## config.mk

```make
export PLATFORM = sky130hd
export DESIGN_NAME = adp_gpio
export DESIGN_NICKNAME = d
export VERILOG_FILES = /design/src/verilog/adp_pin_sync.v /design/src/verilog/adp_port_slice.v /design/src/verilog/adp_gpio.v
export VERILOG_INCLUDE_DIRS = /design/src /design/src/verilog
export SDC_FILE = /design/constraint.sdc
export NUM_CORES = 1
export LEC_CHECK = 0
export BUFFER_PORTS_ARGS = -buffer_cell sky130_fd_sc_hd__buf_2
export CAP_MARGIN = 0
export CORE_MARGIN = 10
export CORE_UTILIZATION = 50
export DETAILED_ROUTE_END_ITERATION = 16
export GPL_TIMING_DRIVEN = 0
export HOLD_SLACK_MARGIN = 0.02
export PLACE_DENSITY = 0.78
export SETUP_SLACK_MARGIN = 0.15
export SLEW_MARGIN = 20
export SYNTH_ARGS = -nofsm -noshare
export SYNTH_HDL_FRONTEND = slang
export SYNTH_SLANG_ARGS = --single-unit
```

## constraint.sdc

```tcl
create_clock -name clk_in -period 2.4 [get_ports clk_in]
set_clock_uncertainty 0.05 [all_clocks]
set_input_delay 0.24 -clock clk_in [delete_from_list [all_inputs] [get_ports clk_in]]
set_output_delay 0.24 -clock clk_in [all_outputs]
set_load 0.02 [all_outputs]
```

## src/verilog/adp_regs.vh

```
// register offsets, reset values and field constants for the address/data port block
`ifndef ADP_REGS_VH
`define ADP_REGS_VH
`define ADP_IDX_HIGH_DATA 2'h0
`define ADP_IDX_LOW_DATA 2'h1
`define ADP_IDX_HIGH_DIR 2'h2
`define ADP_IDX_LOW_DIR 2'h3
`define ADP_ADDR_W 4
`define ADP_IDX_LSB 2
`define ADP_IDX_MSB 3
`define ADP_MAPPED_PAGE 2'h0
`define ADP_UNMAPPED_IDX_BIT 3
`define ADP_DIR_RESET 8'h00
`define ADP_PORT_W 8
`define ADP_BUS_W 16
`define ADP_HIGH_LO 8
`define ADP_HIGH_HI 15
`define ADP_LOW_LO 0
`define ADP_LOW_HI 7
`define ADP_READ_ZERO 32'h0000_0000
`define ADP_DATA_W 32
`define ADP_SYNC_STAGES 3
`endif

```

## src/verilog/adp_pin_sync.v

```verilog
// three-stage pin synchroniser with second/third stage agreement
`timescale 1ns/1ps
`include "adp_regs.vh"
module adp_pin_sync #(
  parameter WIDTH = 8
) (
  input wire clk_in,
  input wire nrst_in,
  input wire ce_in,
  input wire [WIDTH-1:0] pin_in,
  output wire [WIDTH-1:0] level_out
);
  reg [WIDTH-1:0] s1_ff;
  reg [WIDTH-1:0] s2_ff;
  reg [WIDTH-1:0] s3_ff;
  reg [WIDTH-1:0] level_ff;
  genvar g;
  always @(posedge clk_in or negedge nrst_in) begin
    if (!nrst_in) begin
      s1_ff <= {WIDTH{1'b0}};
      s2_ff <= {WIDTH{1'b0}};
      s3_ff <= {WIDTH{1'b0}};
    end else if (ce_in) begin
      s1_ff <= pin_in;
      s2_ff <= s1_ff;
      s3_ff <= s2_ff;
    end
  end
  // a bit only changes once the last two stages agree
  generate
    for (g = 0; g < WIDTH; g = g + 1) begin : g_agree
      always @(posedge clk_in or negedge nrst_in) begin
        if (!nrst_in) begin
          level_ff[g] <= 1'b0;
        end else if (ce_in && (s2_ff[g] == s3_ff[g])) begin
          level_ff[g] <= s3_ff[g];
        end
      end
    end
  endgenerate
  assign level_out = level_ff;
endmodule

```

## src/verilog/adp_port_slice.v

```verilog
// one 8-bit port: output latch, direction register, pin drive and read mux
`timescale 1ns/1ps
`include "adp_regs.vh"
module adp_port_slice #(
  parameter WIDTH = 8
) (
  input wire clk_in,
  input wire nrst_in,
  input wire ce_in,
  input wire data_wr_in,
  input wire dir_wr_in,
  input wire [WIDTH-1:0] wdata_in,
  input wire bus_mode_in,
  input wire [WIDTH-1:0] bus_out_in,
  input wire bus_oe_in,
  input wire [WIDTH-1:0] pin_level_in,
  output wire [WIDTH-1:0] data_rd_out,
  output wire [WIDTH-1:0] dir_rd_out,
  output wire [WIDTH-1:0] nxt_pin_o_out,
  output wire [WIDTH-1:0] nxt_pin_oe_out
);
  reg [WIDTH-1:0] latch_ff;
  reg [WIDTH-1:0] dir_ff;
  // output latch has no reset on purpose; contents survive reset
  always @(posedge clk_in) begin
    if (ce_in && data_wr_in) begin
      latch_ff <= wdata_in;
    end
  end
  always @(posedge clk_in or negedge nrst_in) begin
    if (!nrst_in) begin
      dir_ff <= `ADP_DIR_RESET;
    end else if (ce_in && dir_wr_in) begin
      dir_ff <= wdata_in;
    end
  end
  assign data_rd_out = (dir_ff & latch_ff) | (~dir_ff & pin_level_in);
  assign dir_rd_out = dir_ff;
  assign nxt_pin_o_out = bus_mode_in ? bus_out_in : latch_ff;
  assign nxt_pin_oe_out = bus_mode_in ? {WIDTH{bus_oe_in}} : dir_ff;
endmodule

```

## src/verilog/adp_gpio.v

```verilog
// address/data port pair: gpio registers on avalon-mm, pins shared with external bus
//
// Register access over Avalon-MM is this design's own decision.
`timescale 1ns/1ps
`include "adp_regs.vh"
module adp_gpio #(
  parameter WIDTH = `ADP_PORT_W
) (
  input wire clk_in,
  input wire nrst_in,
  input wire ce_in,
  input wire [`ADP_ADDR_W-1:0] avs_address_in,
  input wire avs_read_in,
  input wire avs_write_in,
  input wire [`ADP_DATA_W-1:0] avs_writedata_in,
  input wire [3:0] avs_byteenable_in,
  output reg [`ADP_DATA_W-1:0] avs_readdata_out,
  output reg avs_waitrequest_out,
  output reg [1:0] avs_response_out,
  input wire ext_bus_mode_in,
  input wire [`ADP_BUS_W-1:0] ext_bus_out_in,
  input wire ext_bus_oe_in,
  output reg [`ADP_BUS_W-1:0] ext_bus_in_out,
  input wire [WIDTH-1:0] high_pin_in,
  output reg [WIDTH-1:0] high_pin_o_out,
  output reg [WIDTH-1:0] high_pin_oe_out,
  input wire [WIDTH-1:0] low_pin_in,
  output reg [WIDTH-1:0] low_pin_o_out,
  output reg [WIDTH-1:0] low_pin_oe_out
);
  localparam ST_IDLE = 2'b01;
  localparam ST_DONE = 2'b10;
  localparam [1:0] RESP_OK = 2'h0;
  localparam [1:0] RESP_DECERR = 2'h3;

  reg [1:0] state_ff;
  reg [1:0] nxt_state;
  reg [`ADP_DATA_W-1:0] nxt_readdata;
  reg [1:0] nxt_response;
  reg nxt_wait;
  wire [WIDTH-1:0] high_level;
  wire [WIDTH-1:0] low_level;
  wire [WIDTH-1:0] high_rd;
  wire [WIDTH-1:0] low_rd;
  wire [WIDTH-1:0] high_dir;
  wire [WIDTH-1:0] low_dir;
  wire [WIDTH-1:0] high_o;
  wire [WIDTH-1:0] high_oe;
  wire [WIDTH-1:0] low_o;
  wire [WIDTH-1:0] low_oe;
  wire mapped;
  wire wr_go;
  wire [1:0] idx;
  wire req;
  wire take;
  wire idle;
  wire done;
  wire page_ok;
  wire rd_hit;
  wire lane_ok;
  wire sel_high_data;
  wire sel_low_data;
  wire sel_high_dir;
  wire sel_low_dir;
  wire high_data_wr;
  wire low_data_wr;
  wire high_dir_wr;
  wire low_dir_wr;
  wire [WIDTH-1:0] rd_byte;
  wire [`ADP_BUS_W-1:0] pin_levels;
  reg acc_ok_ff;
  reg nxt_acc_ok;

  // decode: true when the address is on the mapped page and its word index equals want
  function hit;
    input [`ADP_ADDR_W-1:0] a;
    input [1:0] want;
    begin
      hit = (a[`ADP_IDX_MSB:`ADP_IDX_LSB] == `ADP_MAPPED_PAGE) && (a[`ADP_IDX_LSB-1:0] == want);
    end
  endfunction

  // readback source per word index; data words already carry the pin/latch mix
  function [WIDTH-1:0] pick_byte;
    input [1:0] sel;
    input [WIDTH-1:0] hd;
    input [WIDTH-1:0] ld;
    input [WIDTH-1:0] hr;
    input [WIDTH-1:0] lr;
    begin
      case (sel)
        `ADP_IDX_HIGH_DATA: pick_byte = hd;
        `ADP_IDX_LOW_DATA: pick_byte = ld;
        `ADP_IDX_HIGH_DIR: pick_byte = hr;
        default: pick_byte = lr;
      endcase
    end
  endfunction

  // answer code once the access is decoded
  function [1:0] resp_code;
    input ok;
    begin
      resp_code = ok ? RESP_OK : RESP_DECERR;
    end
  endfunction

  assign idx = avs_address_in[`ADP_IDX_LSB-1:0];
  assign req = avs_read_in || avs_write_in;
  assign idle = (state_ff == ST_IDLE);
  assign done = (state_ff == ST_DONE);
  // offsets past the four registers are reserved and never alias onto them
  assign page_ok = (avs_address_in[`ADP_IDX_MSB:`ADP_IDX_LSB] == `ADP_MAPPED_PAGE);
  // registers leave the map entirely while the external bus owns the pins
  assign mapped = page_ok && !ext_bus_mode_in;
  // taken only from idle, so back-to-back requests always see one idle gap
  assign take = ce_in && req && idle;
  assign rd_hit = avs_read_in && mapped;
  // only the low byte lane carries register data
  assign lane_ok = avs_byteenable_in[0];
  // write lands where waitrequest is sampled low; mode rechecked so a late flip never writes
  assign wr_go = ce_in && avs_write_in && done && acc_ok_ff && mapped && lane_ok;
  assign sel_high_data = hit(avs_address_in, `ADP_IDX_HIGH_DATA);
  assign sel_low_data = hit(avs_address_in, `ADP_IDX_LOW_DATA);
  assign sel_high_dir = hit(avs_address_in, `ADP_IDX_HIGH_DIR);
  assign sel_low_dir = hit(avs_address_in, `ADP_IDX_LOW_DIR);
  assign high_data_wr = wr_go && sel_high_data;
  assign low_data_wr = wr_go && sel_low_data;
  assign high_dir_wr = wr_go && sel_high_dir;
  assign low_dir_wr = wr_go && sel_low_dir;
  assign rd_byte = pick_byte(idx, high_rd, low_rd, high_dir, low_dir);
  assign pin_levels = {high_level, low_level};

  adp_pin_sync #(
    .WIDTH(WIDTH)
  ) u_high_sync (
    .clk_in(clk_in),
    .nrst_in(nrst_in),
    .ce_in(ce_in),
    .pin_in(high_pin_in),
    .level_out(high_level)
  );

  adp_pin_sync #(
    .WIDTH(WIDTH)
  ) u_low_sync (
    .clk_in(clk_in),
    .nrst_in(nrst_in),
    .ce_in(ce_in),
    .pin_in(low_pin_in),
    .level_out(low_level)
  );

  adp_port_slice #(
    .WIDTH(WIDTH)
  ) u_high (
    .clk_in(clk_in),
    .nrst_in(nrst_in),
    .ce_in(ce_in),
    .data_wr_in(high_data_wr),
    .dir_wr_in(high_dir_wr),
    .wdata_in(avs_writedata_in[WIDTH-1:0]),
    .bus_mode_in(ext_bus_mode_in),
    .bus_out_in(ext_bus_out_in[`ADP_HIGH_HI:`ADP_HIGH_LO]),
    .bus_oe_in(ext_bus_oe_in),
    .pin_level_in(high_level),
    .data_rd_out(high_rd),
    .dir_rd_out(high_dir),
    .nxt_pin_o_out(high_o),
    .nxt_pin_oe_out(high_oe)
  );

  adp_port_slice #(
    .WIDTH(WIDTH)
  ) u_low (
    .clk_in(clk_in),
    .nrst_in(nrst_in),
    .ce_in(ce_in),
    .data_wr_in(low_data_wr),
    .dir_wr_in(low_dir_wr),
    .wdata_in(avs_writedata_in[WIDTH-1:0]),
    .bus_mode_in(ext_bus_mode_in),
    .bus_out_in(ext_bus_out_in[`ADP_LOW_HI:`ADP_LOW_LO]),
    .bus_oe_in(ext_bus_oe_in),
    .pin_level_in(low_level),
    .data_rd_out(low_rd),
    .dir_rd_out(low_dir),
    .nxt_pin_o_out(low_o),
    .nxt_pin_oe_out(low_oe)
  );

  // one wait cycle per access so readdata is registered with the answer
  always @* begin
    nxt_state = state_ff;
    case (state_ff)
      ST_IDLE: begin
        if (take) begin
          nxt_state = ST_DONE;
        end
      end
      ST_DONE: begin
        nxt_state = ST_IDLE;
      end
      default: begin
        nxt_state = ST_IDLE;
      end
    endcase
  end

  // waitrequest low for exactly one cycle per taken request
  always @* begin
    nxt_wait = 1'b1;
    case (state_ff)
      ST_IDLE: begin
        if (take) begin
          nxt_wait = 1'b0;
        end
      end
      ST_DONE: begin
        nxt_wait = 1'b1;
      end
      default: begin
        nxt_wait = 1'b1;
      end
    endcase
  end

  // decode is frozen at the take edge; the write also rechecks mapped and lane_ok, so an OK answer can come without a write
  always @* begin
    nxt_acc_ok = acc_ok_ff;
    if (take) begin
      nxt_acc_ok = mapped;
    end
  end

  always @* begin
    nxt_response = avs_response_out;
    if (take) begin
      nxt_response = resp_code(mapped);
    end
  end

  // readdata and response stand until the next answer; writes answer zero
  always @* begin
    nxt_readdata = avs_readdata_out;
    if (take) begin
      nxt_readdata = `ADP_READ_ZERO;
      if (rd_hit) begin
        nxt_readdata[WIDTH-1:0] = rd_byte;
      end
    end
  end

  always @(posedge clk_in or negedge nrst_in) begin
    if (!nrst_in) begin
      state_ff <= ST_IDLE;
    end else if (ce_in) begin
      state_ff <= nxt_state;
    end
  end

  // waitrequest idles high so nothing is accepted during reset
  always @(posedge clk_in or negedge nrst_in) begin
    if (!nrst_in) begin
      avs_waitrequest_out <= 1'b1;
    end else if (ce_in) begin
      avs_waitrequest_out <= nxt_wait;
    end
  end

  always @(posedge clk_in or negedge nrst_in) begin
    if (!nrst_in) begin
      acc_ok_ff <= 1'b0;
    end else if (ce_in) begin
      acc_ok_ff <= nxt_acc_ok;
    end
  end

  always @(posedge clk_in or negedge nrst_in) begin
    if (!nrst_in) begin
      avs_response_out <= RESP_OK;
    end else if (ce_in) begin
      avs_response_out <= nxt_response;
    end
  end

  always @(posedge clk_in or negedge nrst_in) begin
    if (!nrst_in) begin
      avs_readdata_out <= `ADP_READ_ZERO;
    end else if (ce_in) begin
      avs_readdata_out <= nxt_readdata;
    end
  end

  // pins registered so every output comes straight from a flip-flop
  always @(posedge clk_in or negedge nrst_in) begin
    if (!nrst_in) begin
      high_pin_o_out <= {WIDTH{1'b0}};
    end else if (ce_in) begin
      high_pin_o_out <= high_o;
    end
  end

  // pin drive idles off after reset; latch contents stay as they were
  always @(posedge clk_in or negedge nrst_in) begin
    if (!nrst_in) begin
      high_pin_oe_out <= {WIDTH{1'b0}};
    end else if (ce_in) begin
      high_pin_oe_out <= high_oe;
    end
  end

  always @(posedge clk_in or negedge nrst_in) begin
    if (!nrst_in) begin
      low_pin_o_out <= {WIDTH{1'b0}};
    end else if (ce_in) begin
      low_pin_o_out <= low_o;
    end
  end

  always @(posedge clk_in or negedge nrst_in) begin
    if (!nrst_in) begin
      low_pin_oe_out <= {WIDTH{1'b0}};
    end else if (ce_in) begin
      low_pin_oe_out <= low_oe;
    end
  end

  // synchronised levels mirrored for the external bus side
  always @(posedge clk_in or negedge nrst_in) begin
    if (!nrst_in) begin
      ext_bus_in_out <= {`ADP_BUS_W{1'b0}};
    end else if (ce_in) begin
      ext_bus_in_out <= pin_levels;
    end
  end
endmodule

```

==> results.md <==
- Syn-to-layout area delta: 26.6%
- Worst Slack Setup Final: 0.473 ns
- First-pass GRT wire length: 26.3 mm
- Maximum clock rate: 519 MHz
- Final WL: 16.6 mm
- Starting Density: 0.505
- Fin crit period: 1.93 ns
- Top Family by Delay on Critical Path: simple AND/OR/NAND/NOR gates
- Final Max Tran Viols: 0
- Nature of the critical path endpoint: flop
- Mapped Avg Cell Area: 12.3 µm²
- Clk pin slew, worst setup/hold paths: 0.06 ns
- First drt pass iteration count: 6
- Row cnt: 42
- Max Cap Viol: 0
- Fin nets: 799
- Worst r2r src: state_ff[0]
- Worst hold slack: 0.0626 ns
- Largest net degree at the start of global routing: 99
- Die ar.: 18300 µm²
- Num Clock Sinks: 157
- Most instantiated cells after synthesis: dfrtp_1 (139), a21oi_1 (81), mux2_2 (79), nor2_1 (56), buf_4 (25)
- TritonCTS buffer count: 17
- DRT iter0 DRCs: 364
- VDD IR max: 0.576 mV
- Fillers: 1021
- Status: finished clean
- Die Span Y: 135 µm
- DRC: 0
- Synth warn: 0
- Crit path max fanout: 8
- Ys async rst share: 0.898
- Buf/Inv on CP: 0
- Worst Hold Class: primary input to flop
- Yosys top cell by area: dfrtp_1
- Layout cells sized above 1: 0.366
- DR vias: 4834
- Gr ovfl total: 0
- RSZ-0062 raised after global routing: no
- Req. time, crit path: 2.66 ns
- Max reg flops: 16
- Sequential fraction of the synthesis area: 0.605
- DR WL/cell: 18.3 µm
- Leak: 3.95 nW
- Final Hold Viols: 0
- HPWL Detailed: 12.3 mm
- Fin crit share: 0.803
- Vias per Instance: 5.32
- Setup Fix Bufs, Post-CTS: 0
- Setup-failing EPs final: 0
- Netlist cell types: 33
- RePlAce Congestion: 0.890
- Pwr Density: 865 nW/µm²
- I/O Buffers: 109
- Clk_lat worst skew: 0.42 ns
- CP max-delay cell: nor3_4
- Antenna violations before repair: 0
- Antenna Cells: 0
- Cell Area, Synth: 6630 µm²
- Most frequent cell after synthesis: dfrtp_1
- ANT nets after route: 0
- DP Worst Slack: 0.199 ns
- Clk root buf: clkbuf_16
- Crit Path Class: flop to flop
- Die Span X: 135 µm
- Number of flops mapped to enable cells by yosys: 16
- Tightest Pin Transition: 0.699 ns
- Yosys top cell area share: 0.525
- TritonCTS clock tree: done
- CP Data Arrival Time: 2.19 ns
- Syn Inst Count: 541
- Core area: 13100 µm²
- Total power: 7.26 mW
- Synth Register Bits: 157
- Most used DFF post-synth: dfrtp_1
- Vias in the first global route: 4952
- CTS Buffer Depth: 2
- Critical-path cell list: nand4b_1, nand3b_4, nor3_4, mux2_2
- Slowest stage delay, CP: 0.47 ns
- Critical Path Start Type: flop
- Hold_sp: ext_bus_out_in[14]
- Worst slew margin: 0.534
- Crit path from: state_ff[0]
- I/O pin count: 162
- Top post-synthesis cells by area: dfrtp_1 (52%), mux2_2 (13%), edfxtp_1 (7.2%)
- H-tree levels: 4
- Largest reg by FF count: ext_bus_in_out
- Global-route usage over all layers: 0.184
==> power breakdown <==
part	total (mW)	internal [mW]	leakage [nW]	switching [mW]
combinational	1.21	0.529	1.78	0.685
sequential	3.34	3.05	1.88	0.290
clock	2.70	1.62	0.295	1.08
total	7.26	5.20	3.95	2.06
==> final timing paths <==
| check | to | slack, ns | cells past startpoint |
|---|---|---|---|
| setup / recovery | u_low.dir_rd_out[4] | 0.47 | 4 |
| hold / removal | high_pin_o_out[6] | 0.06 | 3 |
| setup reg to reg | u_low.dir_rd_out[4] | 0.47 | 4 |
| hold reg to reg | avs_readdata_out[7] | 0.42 | 2 |
| max in group asynchronous | u_low_sync.s3_ff[3] | 1.27 | 3 |
| min in group asynchronous | low_pin_o_out[4] | 0.25 | 2 |
==> cell usage in the layout (no fill, tap or decap), types with 2 or more instances in the layout <==
cell	instances
dfrtp_1	139
nor3_4	2
mux2_1	2
clkbuf_8	3
a32o_1	7
nor2_1	56
nand2_1	8
buf_4	26
buf_2	121
nand3_1	9
buf_1	5
a21oi_1	81
dfstp_2	2
o311ai_0	8
nor4_2	2
nor3_1	2
edfxtp_1	16
clkbuf_1	12
inv_6	2
bufinv_16	2
clkinvlp_4	2
nand2b_1	16
mux2i_1	19
conb_1	24
inv_1	11
clkbuf_16	17
o21ai_0	16
o21a_1	2
inv_4	4
dlygate4sd3_1	25
mux2_2	79
==> layout make-up <==
cell class	count	area (µm²)	share of cell area
buffer	54	312	0.0371
clock buffer	20	467	0.0556
clock inverter	12	131	0.0157
inverter	12	45.0	0.00537
multi-input combinational	341	2360	0.281
sequential	157	4010	0.478
tap	176	220	0.0262
timing repair buffer	137	846	0.101
==> cells by family after synthesis <==
group	synth area share
compound gates	0.0989
buf+inv	0.0538
flops	0.605
mux	0.166
other cells	0.000566
simple gates	0.0755
==> tightest hold or removal path: stages <==
cell and delay [ns]:
buf_2 0.07, mux2i_1 0.05, a21oi_1 0.13
==> layer usage <==
metal | track usage | vias up | routed length (µm)
met4 | 0.0825 | 0 | 520
met3 | 0.0671 | 36 | 1410
li1 | - | 2220 | -
met2 | 0.299 | 183 | 7940
met5 | 0 | - | 0
met1 | 0.213 | 2395 | 6740
==> repair_timing <==
action	CTS	global route
hold buffers	25	0
hold endpoints to repair	76	0
gates resized for setup	0	0
==> per-stage QoR <==
step                cells   util  TNS, ns  area (µm²)
global placement      849  0.570  -125.30        7480
detailed placement    852  0.574        0        7540
CTS                   909  0.639        0        8390
finish                909  0.639        0        8390
global route          909  0.639        0        8390
floorplan             564      -        0        6720
Note: power is estimated with default switching activity, not from simulation.
